**src/shared/ppr_cfg.svh**
```systemverilog
// Register indices, field positions, masks and bus codes of the pin router
`ifndef PPR_CFG_SVH
`define PPR_CFG_SVH

`define PPR_ADDR_W         4
`define PPR_NUM_REGS       4
`define PPR_IDX_LOGIC_EV   2'h0
`define PPR_IDX_COMM       2'h1
`define PPR_IDX_TIMER_A    2'h2
`define PPR_IDX_TIMER_B    2'h3
`define PPR_MASK_LOGIC_EV  8'h37
`define PPR_MASK_COMM      8'h15
`define PPR_MASK_TIMER_A   8'h3f
`define PPR_MASK_TIMER_B   8'h01
`define PPR_RST_ROUTE      8'h00
`define PPR_B_LOGIC_TABLE_ZERO_ALT_PIN         4
`define PPR_B_LOGIC_TABLE_ONE_ALT_PIN         5
`define PPR_B_EVENT_OUT_ZERO_ENABLE       0
`define PPR_B_EVENT_OUT_TWO_ENABLE       2
`define PPR_B_TWO_WIRE     4
`define PPR_B_SERIAL_PER   2
`define PPR_B_ASYNC_SER    0
`define PPR_B_WAVE_SPLIT   3
`define PPR_B_TIMER_B      0
`define PPR_RESP_OKAY      2'h0
`define PPR_RESP_SLVERR    2'h2

`endif

```
**src/shared/ppr_pkg.sv**
```systemverilog
// Types shared by the pin router modules
package ppr_pkg;

   // Route registers, one byte each
   typedef struct packed {
      logic [7:0] timer_b_pin_route;
      logic [7:0] timer_a_pin_route;
      logic [7:0] comm_pin_route;
      logic [7:0] logic_event_route;
   } ppr_regs_t;

   // Register write from the bus slave
   typedef struct packed {
      logic       en;
      logic [1:0] idx;
      logic [7:0] data;
   } ppr_wr_t;

endpackage

```
**src/ppr_route_lane.sv**
```systemverilog
// Default or alternative pin selector for one group of peripheral signals
`timescale 1ns/1ns
module ppr_route_lane
   import ppr_pkg::*;
#(
   parameter int W = 1
) (
   input  wire logic         alt_sel, // High: use alternative pins
   input  wire logic [W-1:0] p_o,     // Peripheral output value
   input  wire logic [W-1:0] p_oe,    // Peripheral output enable
   input  wire logic [W-1:0] def_i,   // Level at default pins
   input  wire logic [W-1:0] alt_i,   // Level at alternative pins
   output logic      [W-1:0] def_o,   // Drive value, default pins
   output logic      [W-1:0] def_oe,  // Enable, default pins
   output logic      [W-1:0] alt_o,   // Drive value, alternative pins
   output logic      [W-1:0] alt_oe,  // Enable, alternative pins
   output logic      [W-1:0] p_i      // Level returned to the peripheral
);

   always_comb begin
      def_o  = alt_sel ? '0 : p_o;
      def_oe = alt_sel ? '0 : p_oe;
      alt_o  = alt_sel ? p_o : '0;
      alt_oe = alt_sel ? p_oe : '0;
      p_i    = alt_sel ? alt_i : def_i;
   end

endmodule // ppr_route_lane

```
**src/ppr_axil_slave.sv**
```systemverilog
// AXI4-Lite slave front end for the route registers
`timescale 1ns/1ns
`include "ppr_cfg.svh"
module ppr_axil_slave
   import ppr_pkg::*;
#(
   parameter int AW = `PPR_ADDR_W
) (
   input  wire logic          sys_clk,  // Clock
   input  wire logic          resetn,   // Async reset, low
   input  wire logic [AW-1:0] awaddr,   // Write address
   input  wire logic          awvalid,  // Write address valid
   output logic               awready,  // Write address ready
   input  wire logic [31:0]   wdata,    // Write data
   input  wire logic [3:0]    wstrb,    // Byte strobes
   input  wire logic          wvalid,   // Write data valid
   output logic               wready,   // Write data ready
   output logic [1:0]         bresp,    // Write response
   output logic               bvalid,   // Write response valid
   input  wire logic          bready,   // Write response ready
   input  wire logic [AW-1:0] araddr,   // Read address
   input  wire logic          arvalid,  // Read address valid
   output logic               arready,  // Read address ready
   output logic [31:0]        rdata,    // Read data
   output logic [1:0]         rresp,    // Read response
   output logic               rvalid,   // Read valid
   input  wire logic          rready,   // Read ready
   output ppr_wr_t            wr,       // Register write, one cycle
   output logic [1:0]         rd_idx,   // Register index being read
   input  wire logic [7:0]    rd_data   // Register value at rd_idx
);

   logic          aw_open_r, aw_open_nxt, w_open_r, w_open_nxt, ar_open_r, ar_open_nxt;
   logic [AW-1:0] aw_addr_r, aw_addr_nxt;
   logic [7:0]    w_data_r, w_data_nxt;
   logic          w_be_r, w_be_nxt, bvalid_r, bvalid_nxt, rvalid_r, rvalid_nxt;
   logic [1:0]    bresp_r, bresp_nxt, rresp_r, rresp_nxt;
   logic [7:0]    rdata_r, rdata_nxt;
   logic          do_wr, wr_ok, rd_ok;

   always_comb begin
      do_wr  = !aw_open_r && !w_open_r && !bvalid_r;
      wr_ok  = (aw_addr_r[1:0] == 2'h0)
               && ({2'h0, aw_addr_r[AW-1:2]} < AW'(`PPR_NUM_REGS));
      rd_ok  = (araddr[1:0] == 2'h0)
               && ({2'h0, araddr[AW-1:2]} < AW'(`PPR_NUM_REGS));
      rd_idx = araddr[3:2];
      wr.en   = do_wr && wr_ok && w_be_r;
      wr.idx  = aw_addr_r[3:2];
      wr.data = w_data_r;
      aw_open_nxt = aw_open_r;
      aw_addr_nxt = aw_addr_r;
      w_open_nxt  = w_open_r;
      w_data_nxt  = w_data_r;
      w_be_nxt    = w_be_r;
      bvalid_nxt  = bvalid_r;
      bresp_nxt   = bresp_r;
      ar_open_nxt = ar_open_r;
      rvalid_nxt  = rvalid_r;
      rresp_nxt   = rresp_r;
      rdata_nxt   = rdata_r;
      if (awvalid && aw_open_r) begin
         aw_open_nxt = 1'b0;
         aw_addr_nxt = awaddr;
      end
      if (wvalid && w_open_r) begin
         w_open_nxt = 1'b0;
         w_data_nxt = wdata[7:0];
         w_be_nxt   = wstrb[0];
      end
      if (bvalid_r && bready) begin
         bvalid_nxt = 1'b0;
      end
      if (do_wr) begin
         aw_open_nxt = 1'b1;
         w_open_nxt  = 1'b1;
         bvalid_nxt  = 1'b1;
         bresp_nxt   = wr_ok ? `PPR_RESP_OKAY : `PPR_RESP_SLVERR;
      end
      if (rvalid_r && rready) begin
         rvalid_nxt  = 1'b0;
         ar_open_nxt = 1'b1;
      end
      if (arvalid && ar_open_r) begin
         ar_open_nxt = 1'b0;
         rvalid_nxt  = 1'b1;
         rdata_nxt   = rd_ok ? rd_data : 8'h00;
         rresp_nxt   = rd_ok ? `PPR_RESP_OKAY : `PPR_RESP_SLVERR;
      end
   end

   always_ff @(posedge sys_clk or negedge resetn) begin
      if (!resetn) begin
         aw_open_r <= 1'b1;
         w_open_r  <= 1'b1;
         ar_open_r <= 1'b1;
         aw_addr_r <= '0;
         w_data_r  <= 8'h00;
         w_be_r    <= 1'b0;
         bvalid_r  <= 1'b0;
         bresp_r   <= `PPR_RESP_OKAY;
         rvalid_r  <= 1'b0;
         rresp_r   <= `PPR_RESP_OKAY;
         rdata_r   <= 8'h00;
      end else begin
         aw_open_r <= aw_open_nxt;
         w_open_r  <= w_open_nxt;
         ar_open_r <= ar_open_nxt;
         aw_addr_r <= aw_addr_nxt;
         w_data_r  <= w_data_nxt;
         w_be_r    <= w_be_nxt;
         bvalid_r  <= bvalid_nxt;
         bresp_r   <= bresp_nxt;
         rvalid_r  <= rvalid_nxt;
         rresp_r   <= rresp_nxt;
         rdata_r   <= rdata_nxt;
      end
   end

   assign awready = aw_open_r;
   assign wready  = w_open_r;
   assign arready = ar_open_r;
   assign bvalid  = bvalid_r;
   assign bresp   = bresp_r;
   assign rvalid  = rvalid_r;
   assign rresp   = rresp_r;
   assign rdata   = {24'h000000, rdata_r};

endmodule // ppr_axil_slave

```
**src/ppr_top.sv**
```systemverilog
// Peripheral pin router: route registers and pin selectors
//
// Added by the designer: the AXI4-Lite interface to the registers.
`timescale 1ns/1ns
`include "ppr_cfg.svh"
module ppr_top
   import ppr_pkg::*;
#(
   parameter int AW = `PPR_ADDR_W
) (
   input  wire logic          sys_clk,       // Clock, 100 MHz
   input  wire logic          resetn,        // Async reset, low
   input  wire logic [AW-1:0] awaddr,        // AXI write address
   input  wire logic          awvalid,       // AXI write address valid
   output logic               awready,       // AXI write address ready
   input  wire logic [31:0]   wdata,         // AXI write data
   input  wire logic [3:0]    wstrb,         // AXI byte strobes
   input  wire logic          wvalid,        // AXI write data valid
   output logic               wready,        // AXI write data ready
   output logic [1:0]         bresp,         // AXI write response
   output logic               bvalid,        // AXI write response valid
   input  wire logic          bready,        // AXI write response ready
   input  wire logic [AW-1:0] araddr,        // AXI read address
   input  wire logic          arvalid,       // AXI read address valid
   output logic               arready,       // AXI read address ready
   output logic [31:0]        rdata,         // AXI read data
   output logic [1:0]         rresp,         // AXI read response
   output logic               rvalid,        // AXI read valid
   input  wire logic          rready,        // AXI read ready
   input  wire logic [1:0]    lut_o,         // Logic table outputs
   input  wire logic [2:0]    evt_i,         // Event levels for outputs
   input  wire logic [1:0]    twi_o,         // Two-wire drive values
   input  wire logic [1:0]    twi_oe,        // Two-wire drive enables
   input  wire logic [3:0]    spi_o,         // Serial peripheral drive values
   input  wire logic [3:0]    spi_oe,        // Serial peripheral enables
   input  wire logic [1:0]    usart_o,       // Async serial drive values
   input  wire logic [1:0]    usart_oe,      // Async serial enables
   input  wire logic [5:0]    tca_wave,      // Timer A waveform outputs
   input  wire logic          tca_split,     // Timer A in split mode
   input  wire logic          tcb_o,         // Timer B output
   input  wire logic [1:0]    twi_def_i,     // Two-wire default pin levels
   input  wire logic [1:0]    twi_alt_i,     // Two-wire alternative levels
   input  wire logic [3:0]    spi_def_i,     // Serial peripheral default levels
   input  wire logic [3:0]    spi_alt_i,     // Serial peripheral alternative levels
   input  wire logic [1:0]    usart_def_i,   // Async serial default levels
   input  wire logic [1:0]    usart_alt_i,   // Async serial alternative levels
   output logic [1:0]         twi_i,         // Two-wire levels to peripheral
   output logic [3:0]         spi_i,         // Serial peripheral levels in
   output logic [1:0]         usart_i,       // Async serial levels in
   output logic [1:0]         lut_def_o,     // Logic table default pins
   output logic [1:0]         lut_def_oe,    // Their enables
   output logic [1:0]         lut_alt_o,     // Logic table alternative pins
   output logic [1:0]         lut_alt_oe,    // Their enables
   output logic [2:0]         evout_o,       // Event output pins
   output logic [2:0]         evout_oe,      // Their enables
   output logic [1:0]         twi_def_o,     // Two-wire default drive
   output logic [1:0]         twi_def_oe,    // Its enables
   output logic [1:0]         twi_alt_o,     // Two-wire alternative drive
   output logic [1:0]         twi_alt_oe,    // Its enables
   output logic [3:0]         spi_def_o,     // Serial peripheral default drive
   output logic [3:0]         spi_def_oe,    // Its enables
   output logic [3:0]         spi_alt_o,     // Serial peripheral alternative drive
   output logic [3:0]         spi_alt_oe,    // Its enables
   output logic [1:0]         usart_def_o,   // Async serial default drive
   output logic [1:0]         usart_def_oe,  // Its enables
   output logic [1:0]         usart_alt_o,   // Async serial alternative drive
   output logic [1:0]         usart_alt_oe,  // Its enables
   output logic [5:0]         tca_def_o,     // Timer A default pins
   output logic [5:0]         tca_def_oe,    // Their enables
   output logic [5:0]         tca_alt_o,     // Timer A alternative pins
   output logic [5:0]         tca_alt_oe,    // Their enables
   output logic               tcb_def_o,     // Timer B default pin
   output logic               tcb_def_oe,    // Its enable
   output logic               tcb_alt_o,     // Timer B alternative pin
   output logic               tcb_alt_oe     // Its enable
);

   ppr_regs_t  regs_r, regs_nxt;
   ppr_wr_t    wr;
   logic [1:0] rd_idx;
   logic [7:0] rd_data;
   logic [5:0] tca_sel;

   // Pin side, combinational then registered
   logic [1:0] lut_do, lut_doe, lut_ao, lut_aoe;
   logic [2:0] ev_o_nxt, ev_oe_nxt;
   logic [1:0] twi_do, twi_doe, twi_ao, twi_aoe, twi_pi;
   logic [3:0] spi_do, spi_doe, spi_ao, spi_aoe, spi_pi;
   logic [1:0] us_do, us_doe, us_ao, us_aoe, us_pi;
   logic [5:0] tca_do, tca_doe, tca_ao, tca_aoe;
   logic       tcb_do, tcb_doe, tcb_ao, tcb_aoe;

   ppr_axil_slave #(
      .AW (AW)
   ) u_bus (
      .sys_clk (sys_clk),
      .resetn  (resetn),
      .awaddr  (awaddr),
      .awvalid (awvalid),
      .awready (awready),
      .wdata   (wdata),
      .wstrb   (wstrb),
      .wvalid  (wvalid),
      .wready  (wready),
      .bresp   (bresp),
      .bvalid  (bvalid),
      .bready  (bready),
      .araddr  (araddr),
      .arvalid (arvalid),
      .arready (arready),
      .rdata   (rdata),
      .rresp   (rresp),
      .rvalid  (rvalid),
      .rready  (rready),
      .wr      (wr),
      .rd_idx  (rd_idx),
      .rd_data (rd_data)
   );

   // Register file; only assigned bits are stored
   always_comb begin
      regs_nxt = regs_r;
      if (wr.en) begin
         case (wr.idx)
            `PPR_IDX_LOGIC_EV: regs_nxt.logic_event_route = wr.data & `PPR_MASK_LOGIC_EV;
            `PPR_IDX_COMM:     regs_nxt.comm_pin_route    = wr.data & `PPR_MASK_COMM;
            `PPR_IDX_TIMER_A:  regs_nxt.timer_a_pin_route = wr.data & `PPR_MASK_TIMER_A;
            `PPR_IDX_TIMER_B:  regs_nxt.timer_b_pin_route = wr.data & `PPR_MASK_TIMER_B;
            default:           regs_nxt = regs_r;
         endcase
      end
      case (rd_idx)
         `PPR_IDX_LOGIC_EV: rd_data = regs_r.logic_event_route;
         `PPR_IDX_COMM:     rd_data = regs_r.comm_pin_route;
         `PPR_IDX_TIMER_A:  rd_data = regs_r.timer_a_pin_route;
         `PPR_IDX_TIMER_B:  rd_data = regs_r.timer_b_pin_route;
         default:           rd_data = 8'h00;
      endcase
   end

   always_ff @(posedge sys_clk or negedge resetn) begin
      if (!resetn) begin
         regs_r <= {4{`PPR_RST_ROUTE}};
      end else begin
         regs_r <= regs_nxt;
      end
   end

   // Logic table outputs
   genvar gi;
   generate
      for (gi = 0; gi < 2; gi++) begin : g_lut
         ppr_route_lane #(.W(1)) u_lut (
            .alt_sel (regs_r.logic_event_route[`PPR_B_LOGIC_TABLE_ZERO_ALT_PIN + gi]),
            .p_o     (lut_o[gi]),
            .p_oe    (1'b1),
            .def_i   (1'b0),
            .alt_i   (1'b0),
            .def_o   (lut_do[gi]),
            .def_oe  (lut_doe[gi]),
            .alt_o   (lut_ao[gi]),
            .alt_oe  (lut_aoe[gi]),
            .p_i     ()
         );
      end
      // Timer A: upper three lanes only move in split mode
      for (gi = 0; gi < 6; gi++) begin : g_tca
         assign tca_sel[gi] = (gi < `PPR_B_WAVE_SPLIT)
                              ? regs_r.timer_a_pin_route[gi]
                              : regs_r.timer_a_pin_route[gi] & tca_split;
         ppr_route_lane #(.W(1)) u_tca (
            .alt_sel (tca_sel[gi]),
            .p_o     (tca_wave[gi]),
            .p_oe    (1'b1),
            .def_i   (1'b0),
            .alt_i   (1'b0),
            .def_o   (tca_do[gi]),
            .def_oe  (tca_doe[gi]),
            .alt_o   (tca_ao[gi]),
            .alt_oe  (tca_aoe[gi]),
            .p_i     ()
         );
      end
   endgenerate

   ppr_route_lane #(.W(2)) u_twi (
      .alt_sel (regs_r.comm_pin_route[`PPR_B_TWO_WIRE]),
      .p_o     (twi_o),
      .p_oe    (twi_oe),
      .def_i   (twi_def_i),
      .alt_i   (twi_alt_i),
      .def_o   (twi_do),
      .def_oe  (twi_doe),
      .alt_o   (twi_ao),
      .alt_oe  (twi_aoe),
      .p_i     (twi_pi)
   );

   ppr_route_lane #(.W(4)) u_spi (
      .alt_sel (regs_r.comm_pin_route[`PPR_B_SERIAL_PER]),
      .p_o     (spi_o),
      .p_oe    (spi_oe),
      .def_i   (spi_def_i),
      .alt_i   (spi_alt_i),
      .def_o   (spi_do),
      .def_oe  (spi_doe),
      .alt_o   (spi_ao),
      .alt_oe  (spi_aoe),
      .p_i     (spi_pi)
   );

   ppr_route_lane #(.W(2)) u_usart (
      .alt_sel (regs_r.comm_pin_route[`PPR_B_ASYNC_SER]),
      .p_o     (usart_o),
      .p_oe    (usart_oe),
      .def_i   (usart_def_i),
      .alt_i   (usart_alt_i),
      .def_o   (us_do),
      .def_oe  (us_doe),
      .alt_o   (us_ao),
      .alt_oe  (us_aoe),
      .p_i     (us_pi)
   );

   ppr_route_lane #(.W(1)) u_tcb (
      .alt_sel (regs_r.timer_b_pin_route[`PPR_B_TIMER_B]),
      .p_o     (tcb_o),
      .p_oe    (1'b1),
      .def_i   (1'b0),
      .alt_i   (1'b0),
      .def_o   (tcb_do),
      .def_oe  (tcb_doe),
      .alt_o   (tcb_ao),
      .alt_oe  (tcb_aoe),
      .p_i     ()
   );

   // Event outputs drive only while enabled
   always_comb begin
      ev_oe_nxt = regs_r.logic_event_route[`PPR_B_EVENT_OUT_TWO_ENABLE:`PPR_B_EVENT_OUT_ZERO_ENABLE];
      ev_o_nxt  = evt_i & ev_oe_nxt;
   end

   // All pin outputs leave from flops; one cycle behind the register
   always_ff @(posedge sys_clk or negedge resetn) begin
      if (!resetn) begin
         {lut_def_o, lut_def_oe, lut_alt_o, lut_alt_oe}     <= '0;
         {evout_o, evout_oe}                                <= '0;
         {twi_def_o, twi_def_oe, twi_alt_o, twi_alt_oe}     <= '0;
         {spi_def_o, spi_def_oe, spi_alt_o, spi_alt_oe}     <= '0;
         {usart_def_o, usart_def_oe, usart_alt_o, usart_alt_oe} <= '0;
         {tca_def_o, tca_def_oe, tca_alt_o, tca_alt_oe}     <= '0;
         {tcb_def_o, tcb_def_oe, tcb_alt_o, tcb_alt_oe}     <= '0;
         {twi_i, spi_i, usart_i}                            <= '0;
      end else begin
         {lut_def_o, lut_def_oe, lut_alt_o, lut_alt_oe}     <= {lut_do, lut_doe, lut_ao, lut_aoe};
         {evout_o, evout_oe}                                <= {ev_o_nxt, ev_oe_nxt};
         {twi_def_o, twi_def_oe, twi_alt_o, twi_alt_oe}     <= {twi_do, twi_doe, twi_ao, twi_aoe};
         {spi_def_o, spi_def_oe, spi_alt_o, spi_alt_oe}     <= {spi_do, spi_doe, spi_ao, spi_aoe};
         {usart_def_o, usart_def_oe, usart_alt_o, usart_alt_oe} <= {us_do, us_doe, us_ao, us_aoe};
         {tca_def_o, tca_def_oe, tca_alt_o, tca_alt_oe}     <= {tca_do, tca_doe, tca_ao, tca_aoe};
         {tcb_def_o, tcb_def_oe, tcb_alt_o, tcb_alt_oe}     <= {tcb_do, tcb_doe, tcb_ao, tcb_aoe};
         {twi_i, spi_i, usart_i}                            <= {twi_pi, spi_pi, us_pi};
      end
   end
endmodule // ppr_top

```
**config.mk**
```make
export PLATFORM = sky130hd
export DESIGN_NAME = ppr_top
export DESIGN_NICKNAME = d
export VERILOG_FILES = /design/src/shared/ppr_pkg.sv /design/src/ppr_route_lane.sv /design/src/ppr_axil_slave.sv /design/src/ppr_top.sv
export VERILOG_INCLUDE_DIRS = /design/src /design/src/shared
export SDC_FILE = /design/constraint.sdc
export NUM_CORES = 1
export LEC_CHECK = 0
export BUFFER_PORTS_ARGS = -buffer_cell sky130_fd_sc_hd__buf_2
export CORE_MARGIN = 2
export CORE_UTILIZATION = 34
export DETAILED_ROUTE_END_ITERATION = 8
export GPL_ROUTABILITY_DRIVEN = 0
export GPL_TIMING_DRIVEN = 0
export PLACE_DENSITY = 0.69
export SLEW_MARGIN = 20
export SYNTH_ARGS = -nofsm -noshare
export SYNTH_HDL_FRONTEND = slang
export SYNTH_SLANG_ARGS = --single-unit
```
**constraint.sdc**
```tcl
create_clock -name sys_clk -period 1.4 [get_ports sys_clk]
set_clock_uncertainty 0.2 [all_clocks]
set_input_delay 0.14 -clock sys_clk [delete_from_list [all_inputs] [get_ports sys_clk]]
set_output_delay 0.14 -clock sys_clk [all_outputs]
set_load 0.03 [all_outputs]
```
* Word-level counts from Yosys, hierarchy flattened
Cells that the tools add are included.
** Operators by class
- Eq/ne operators :: 6
- Multiplexer cells :: 65
- Bitwise gates (word level) :: 4
- Reduce and logical (&&, ||, !) cells :: 24
** Operators by type and width (number)
- 2-to-1 mux 1 bit :: 46
- one-hot mux 8 bit (4 select lines) :: 1
- 2-to-1 mux 2 bit :: 12
- 2-to-1 mux 4 bit :: 5
- logical AND 1 bit :: 9
- == test 2 bit (second input constant) :: 4
- zero test 2 bit :: 4
- 2-to-1 mux 8 bit :: 1
- AND reduction 2 bit :: 4
- nonzero test 2 bit :: 4
- == test 2 x 1 -> 1 bit (second input constant) :: 2
- AND 1 bit :: 3
- AND 3 bit :: 1
- zero test 1 bit :: 3
** Word-level totals
- Flip-flop bits (word level) :: 125
- Input port bits :: 96
- Word-level logic and storage cells :: 143

* Depth between registers and ports, before layout
Gate-level depths: netlist of the first run.
- Depth in word-level cells :: 6
- Depth in mapped cells :: 4
- Mapped depth without buffers :: 3

* Modules after synthesis
From an unflattened synthesis of the first run, not the netlist that was laid out.
** Second synthesis, totals
- Cells, all modules :: 328
- Area, all modules :: 4863.4 µm²
** By module, submodules not included
- ppr_top :: instances 1, cells each 137, area an instance 2792.7 µm², sequential area each 2427.3 µm²
- ppr_axil_slave :: instances 1, cells each 102, area an instance 1278.7 µm², sequential area each 704.4 µm²
- ppr_route_lane (g_lut[0].u_lut ...) :: instances 9, cells each 5, area an instance 47.5 µm², sequential area each 0.0 µm²
- ppr_route_lane (u_twi ...) :: instances 2, cells each 11, area an instance 91.3 µm², sequential area each 0.0 µm²
- ppr_route_lane (u_spi) :: instances 1, cells each 22, area an instance 181.4 µm², sequential area each 0.0 µm²

* Least setup slack after synthesis of the first run
No wires, ideal clock.
- Kind :: register -> register
- From :: reg u_bus.bvalid_r (netlist: u_bus.bvalid)
- To :: reg regs_r (netlist bit ev_oe_nxt[0])
- Arrival time :: 1.390 ns
- Data required time :: 1.072 ns
- Setup slack :: -0.318 ns
- Stages on the path, launching flop included :: 5
- Clock period less this slack :: 1.718 ns
- Cell sequence :: dfrtp_1 nor3_4 and4_1 buf_2 mux2_1
** On the way
- Longest elaborated chain between the ends :: 5
** RTL lines
- start, declared :: line ppr_axil_slave.sv:36 : logic w_be_r, w_be_nxt, bvalid_r, bvalid_nxt, rvalid_r, rvalid_nxt;
- start signal, assigned :: line ppr_axil_slave.sv:112 : bvalid_r <= bvalid_nxt;
- zero test 1 bit :: line ppr_axil_slave.sv:42 : do_wr = !aw_open_r && !w_open_r && !bvalid_r;
- logical AND 1 bit :: line ppr_axil_slave.sv:42
- logical AND 1 bit (2 in series) :: line ppr_axil_slave.sv:48 : wr.en = do_wr && wr_ok && w_be_r;
- AND reduction 2 bit (no line)
- end signal, assigned :: line ppr_top.sv:143 : regs_r <= {4{`PPR_RST_ROUTE}};
- end signal, assigned :: line ppr_top.sv:145 : regs_r <= regs_nxt;
- end, declared :: line ppr_top.sv:78 : ppr_regs_t regs_r, regs_nxt;
Every way passes these cells.
A chain may end at the register's enable or synchronous reset.

* Worst setup path in the final report of the first run
- From :: reg u_bus.w_open_r (netlist: u_bus.wready)
- To :: reg regs_r (netlist bit ev_oe_nxt[1])
** On the way
- Longest elaborated chain between the ends :: 6
** RTL lines
- start, declared :: line ppr_axil_slave.sv:33 : logic aw_open_r, aw_open_nxt, w_open_r, w_open_nxt, ar_open_r, ar_open_nxt;
- start signal, assigned :: line ppr_axil_slave.sv:107 : w_open_r <= w_open_nxt;
- zero test 1 bit :: line ppr_axil_slave.sv:42
- logical AND 1 bit (2 in series) :: line ppr_axil_slave.sv:42
- logical AND 1 bit (2 in series) :: line ppr_axil_slave.sv:48
- AND reduction 2 bit (no line)
Every way passes these cells.

==> results of run 1 <==
worst reg2reg max path: cells and delay by family (launching register included):
kind / cells / cell delay [ps]
simple gates: 2 / 510
flops: 1 / 380
mux: 1 / 310
buf+inv: 1 / 160
placed cells by master, fill, tap and decap left out, types with 2 or more instances in the layout:
cell	n
dfstp_2	3
clkbuf_16	17
nor3_4	2
a22o_1	2
dfrtp_2	2
mux2i_1	4
mux2_4	8
o21ai_1	3
o21ai_0	4
and2_1	29
clkinv_2	5
bufinv_16	3
buf_2	156
mux2_2	26
buf_4	42
clkbuf_1	5
dfrtp_1	116
nor2_1	4
and3_1	3
nor2b_1	23
inv_1	14
clkbuf_4	2
conb_1	28
dlygate4sd3_1	66
clkbuf_8	2
nand2_1	10
a21oi_1	2
buf_6	7
state kept, by name (all words and copies together) (netlist names), 3 cells and up:
register and cells:
u_bus.w_data_r 6, tca_def_oe 6, tca_alt_o 6, evout_o 3, u_bus.aw_addr_r 4, spi_alt_o 4, tca_def_o 6, spi_def_o 4
spi_alt_oe 4, tca_alt_oe 6, regs_r 12, ev_oe_nxt 3, spi_def_oe 4, u_bus.rdata_r 6, spi_i 4, evout_oe 3
stage by stage:
| step | TNS [ps] | setup slack, ps | hold WS (ps) | cell area [sq um] |
|---|---|---|---|---|
| finish | -3647 | -271.3 | 37.73 | 7044 |
| global route | -5304 | -359.6 | 61.63 | 7044 |
| CTS | -4550 | -316.1 | 17.16 | 6948 |
| detailed placement | -6430 | -325.6 | -75.81 | 5527 |
| global placement | -170330 | -1589 | 104.3 | 5493 |
| floorplan | -3712 | -252.4 | -355.6 | 4477 |
kinds of logic (layout without fill, tap and decap cells):
kind of cell | count (synthesis) | after routing
compound gates | 15 | 15
buf+inv | 48 | 322
flops | 121 | 121
mux | 39 | 39
other cells | 1 | 28
simple gates | 83 | 83
cell type report:
type / count / share of cell area [%]
sequential: 121 / 43.07
clock inverter: 9 / 1.758
inverter: 14 / 0.7460
buffer: 34 / 3.552
timing repair buffer: 242 / 23.23
clock buffer: 23 / 6.643
multi-input combinational: 165 / 17.94
tap: 172 / 3.055
power groups by stage:
| stage | clock network, uW | registers, uW | logic, uW |
|---|---|---|---|
| after detailed placement | 0 | 4970 | 3140 |
| final | 4290 | 4930 | 3810 |
| after floorplan | 0 | 5970 | 1050 |
| after CTS | 4390 | 4910 | 3640 |
| after global placement | 0 | 4920 | 3050 |
| after global routing | 4580 | 5050 | 4090 |
how the worst min path moves through the flow:
| stage | start | to | slack, ps | cells past startpoint |
|---|---|---|---|---|
| final | araddr[2] | u_bus.rdata_r[2] | 40 | 3 |
| after global routing | araddr[2] | u_bus.rdata_r[2] | 60 | 3 |
| after CTS | araddr[2] | u_bus.rdata_r[2] | 20 | 3 |
| after detailed placement | resetn | spi_alt_o[1] | -80 | 1 |
| after global placement | wvalid | u_bus.wready | 100 | 2 |
| after floorplan | resetn | ev_oe_nxt[0] | -360 | 0 |
per-layer routing:
layer | part of all wire (%) | routed length, um | vias to the layer above
met3 | 6.1 | 629 | 6
met4 | 1.1 | 110 | 0
li1 | - | - | 1528
met1 | 40 | 4158 | 1533
met5 | 0 | 0 | -
met2 | 52 | 5380 | 128
repair_timing:
item                                    4_1_cts  5_1_grt
hold endpoints to repair                    208        0
endpoints found under the setup margin       34       34
gates resized for setup                      25       16
pin swaps                                     5        5
setup buffers                                10        6
hold buffers                                 66        0
==> flow_summary_export.csv, run 1 <==
group,metric,value,unit
status,status,"finished with violations",
status,violations,"negative setup slack",
finish,finalNonFillerCells,780,
timing,drv_slew,0,
drt,drt-wirelength-per-cell,13.18,um
pwr,clkPwrFrac,32.9,%
finish,area_delta_synth_final,61.78,%
cts,insertion_delay,400,ps
place,placedCellCount,667,
timing,period_needed,1671,ps
drt,vias,3195,
finish,nNetsFinal,691,
global_routing,grt_max_degree,70,
pwr,combPwrFrac,29.2,%
pwr,internal_power,8839,uW
yosys,seq_area_frac_synth,69.63,%
setup_path,r2r_end,"ev_oe_nxt[1]",
die,die_y,117.2,um
setup_path,critical_path.max_stage_delay,380,ps
setup_path,start_kind,"flop",
finish,regArea,3034,sq um
global_routing,grt.busiest_layer,"met2",
timing,setup_viol,23,
setup_path,rr_startpoint,"u_bus.wready",
yosys,synthArstFlopShare,100.0,%
setup_path,rrSetupSlack,-270,ps
global_routing,grt_util_met3,4.892,%
global_routing,use_met2,26.21,%
drt,antenna_left,0,
finish,multiInputGateArea,1264,sq um
die,fp-row-count,41,
yosys,synth_compound_area_share,2.069,%
cts,clkSinkCount,121,
setup_path,cp_slowest_cell,"dfstp_2",
setup_path,cp.arrival,1750,ps
drt,remaining_drc_errors,0,
yosys,synth.most_common_cell,"dfrtp_1",
timing,hold_viol_final,0,
finish,drive_gt1_share,47.53,%
cts,root_buffer,"clkbuf_16",
global_routing,use_met1,17.13,%
setup_path,crit_start,"u_bus.wready",
place,dp_hpwl,6.848,mm
drt,dr.pass1.iters,4,
pwr,seq_power_share,37.9,%
yosys,ys_warn_count,0,
yosys,synth-seq-cells,121,
place,port_buffers,160,
yosys,yosys_most_used_dff,"dfrtp_1",
yosys,synth_top_family_by_area,"simple AND/OR/NAND/NOR gates",
global_routing,antenna_found_initial,0,
run,max_cap_viol_count,0,
finish,utilization,56.05,%
setup_path,cp_top_family,"simple AND/OR/NAND/NOR gates",
timing,finalCritPeriodShare,119.4,%
drt,drtIter0Drc,144,
setup_path,rr_worst_depth,4,
pwr,switching_power,4186,uW
die,floorplan.initialDensity,34.64,%
timing,tightest_slew,503.3,ps
yosys,yosysTopAreaCell,"dfrtp_1",
timing,fmax,0.5983,GHz
finish,antennaDiodeCount,0,
die,dieWidth,117.2,um
global_routing,grt_pass1_vias,3241,
global_routing,grt_pass1_wl,15.57,mm
min_path,hp-class,"input port to flop",
setup_path,crit_path_max_fanout,5,
yosys,synth_mux_area_share,10.23,%
setup_path,crit_type,"flop to flop",
drt,drt_wl_total,10.28,mm
yosys,ys_types,32,
pwr,finalPower,13020,uW
yosys,synth_cells,307,
setup_path,critPathRequiredTime,1480,ps
die,ioPinCount,219,
cts,clk_pin_slew,50,ps
pwr,vdd_ir_drop_max,0.8252,mV
cts,cts_buffer_depth,2,
yosys,synth_top_area_share,67.82,%
pwr,swShare,32.14,%
cts,numCtsBuffers,17,
timing,setup_ws,-271.3,ps
setup_path,crit_chain,"nor3_4, and4_1, buf_6, mux2_4",
timing,relSlewSlack,66.45,%
yosys,synthXorXnorAreaFrac,0,%
pwr,p_leak,0.003654,uW
die,coreArea,12570,sq um
yosys,yosys.area_share.simple,11.38,%
setup_path,crit_end,"ev_oe_nxt[1]",
global_routing,grt_usage,15.15,%
yosys,netlist_area,4354,sq um
cts,htree_num_levels,4,
yosys,syn_area_per_cell,14.18,sq um
setup_path,end_kind,"flop",
finish,fillerInstances,993,
yosys,synth_commonest_cells,"dfrtp_1, and2_1, mux2_2, buf_4, nor2b_1",
yosys,synth_edf_count,0,
yosys,yosys-top-cells-area,"dfrtp_1, mux2_2, buf_4",
cts,tritoncts,"done",
drt,avgViaCountPerCell,4.096,
yosys,synth-adder-area-share,0,%
timing,grt_setup_unrepaired,"true",
global_routing,gr-total-overflow,0,
die,die_area,13730,sq um
pwr,power_density,1849,nW/um^2
setup_path,critical_path_depth,4,
setup_path,path_buf_inv,1,
(Power assumes the default switching activity.)
==> run 2: changes to the inputs <==
- HOLD_SLACK_MARGIN: not set -> 0.08
- SKIP_LAST_GASP: not set -> 1
==> run 2 against run 1 <==
Net effect: the flow still finishes with violations (negative setup slack); sequential share of layout area hardly changed; clock-buffer cell count is the same; final area hardly changed; worst hold slack improved by 21 ps; critical path depth unchanged; critical path type unchanged; largest cell class unchanged.
==> flow_summary_export.csv, run 2 (synthesis gave the netlist of run 1 again) <==
group,metric,value,unit
finish,nNetsFinal,691,
finish,utilization,56.03,%
timing,finalCritPeriodShare,119.3,%
global_routing,gr-total-overflow,0,
finish,antennaDiodeCount,0,
setup_path,rr_worst_depth,4,
setup_path,crit_start,"u_bus.wready",
setup_path,crit_path_max_fanout,5,
drt,drtIter0Drc,152,
setup_path,start_kind,"flop",
global_routing,grt_pass1_wl,15.52,mm
status,violations,"negative setup slack",
setup_path,rrSetupSlack,-270,ps
timing,period_needed,1671,ps
finish,fillerInstances,994,
die,die_y,117.2,um
die,dieWidth,117.2,um
cts,root_buffer,"clkbuf_16",
timing,grt_setup_unrepaired,"true",
run,max_cap_viol_count,0,
finish,final_cell_mix,"buf_2, dfrtp_1, dlygate4sd3_1, buf_4, and2_1",
cts,insertion_delay,400,ps
drt,drt-wirelength-per-cell,13.22,um
global_routing,grt_usage,15.11,%
place,dp_hpwl,6.848,mm
setup_path,crit_type,"flop to flop",
status,status,"finished with violations",
place,placedCellCount,667,
timing,drv_slew,0,
setup_path,rr_startpoint,"u_bus.wready",
finish,layout_commonest_cell,"buf_2",
setup_path,r2r_end,"ev_oe_nxt[1]",
finish,finalNonFillerCells,780,
place,port_buffers,160,
setup_path,critPathRequiredTime,1480,ps
finish,regMostFlops,"regs_r",
drt,antenna_left,0,
setup_path,cp.arrival,1750,ps
finish,drive_gt1_share,47.37,%
global_routing,grt_pass1_vias,3229,
timing,setup_viol,26,
cts,tritoncts,"done",
drt,dr.pass1.iters,4,
finish,fin_area,7042,sq um
die,floorplan.initialDensity,34.64,%
drt,vias,3203,
timing,relSlewSlack,66.27,%
timing,fmax,0.5986,GHz
cts,clk_pin_slew,50,ps
timing,tightest_slew,505.9,ps
cts,cts_buffer_depth,2,
die,ioPinCount,219,
pwr,vdd_ir_drop_max,0.8262,mV
timing,hold_viol_final,0,
timing,setup_ws,-270.6,ps
cts,clkSinkCount,121,
global_routing,antenna_found_initial,0,
cts,numCtsBuffers,17,
setup_path,end_kind,"flop",
finish,area_delta_synth_final,61.72,%
global_routing,grt_max_degree,70,
finish,largest_register_ffs,12,
place,place_area,5527,sq um
cts,htree_num_levels,4,
drt,drt_wl_total,10.31,mm
pwr,finalPower,13020,uW
min_path,hp-class,"input port to flop",
pwr,power_density,1850,nW/um^2
drt,remaining_drc_errors,0,
die,coreArea,12570,sq um
drt,avgViaCountPerCell,4.106,
pwr,p_leak,0.003653,uW
die,die_area,13730,sq um
die,fp-row-count,41,
setup_path,crit_end,"ev_oe_nxt[1]",
[run 2: changes by cell type in the layout (fill, tap and decap cells not counted), sizes merged]
cell	delta
buf	-1
clkbuf	+1
[run 2: layer usage]
metal,GRT usage [%],share of wire [%],vias up
li1,-,-,1526
met1,17.09,40,1541
met2,26.13,52,128
met3,4.892,6.6,8
met4,6.667,1.3,0
met5,0,0,-
[run 2: where the power goes]
part	leakage (uW)	internal, uW	switching (uW)
Combinational	0.00185	1580	2230
Sequential	0.00151	4380	550
Clock	0.000295	2880	1410
[run 2: cell type report]
type	instances	area [sq um]	area share [%]
sequential	121	3034	43.09
timing repair buffer	242	1637	23.24
multi-input combinational	165	1261	17.91
clock buffer	23	467.9	6.645
buffer	34	250.2	3.554
tap	172	215.2	3.056
clock inverter	9	123.9	1.759
inverter	14	52.55	0.7463
[run 2: worst min-delay path by stage]
stage,startpoint,end,slack [ps],cells past startpoint
3_5_place_dp,resetn,spi_alt_o[1],-80,1
6_report,araddr[2],u_bus.rdata_r[0],60,3
5_1_grt,araddr[2],u_bus.rdata_r[0],90,3
4_1_cts,araddr[2],u_bus.rdata_r[0],60,3
2_1_floorplan,resetn,ev_oe_nxt[0],-360,0
3_3_place_gp,wvalid,u_bus.wready,100,2
[run 2: repair_timing]
action	in CTS	in global routing
endpoints found under the hold margin	208	0
pin swaps	5	5
hold buffers	66	0
gates resized for setup	21	19
setup buffers	10	6
setup endpoints to repair	34	34
[run 2: worst max-delay path, stage by stage, from the launching register on]
cell	delay [ps]
dfstp_2	380
nor3_4	270
and4_1	240
buf_6	160
mux2_4	310
[run 2: per-stage QoR]
| step | hold WS (ps) | TNS (ps) | worst slack [ps] |
|---|---|---|---|
| global placement | 104.3 | -170330 | -1589 |
| floorplan | -355.6 | -3712 | -252.4 |
| finish | 58.54 | -3811 | -270.6 |
| detailed placement | -75.81 | -6430 | -325.6 |
| global route | 89.87 | -5616 | -361.4 |
| CTS | 57.35 | -4702 | -316.1 |
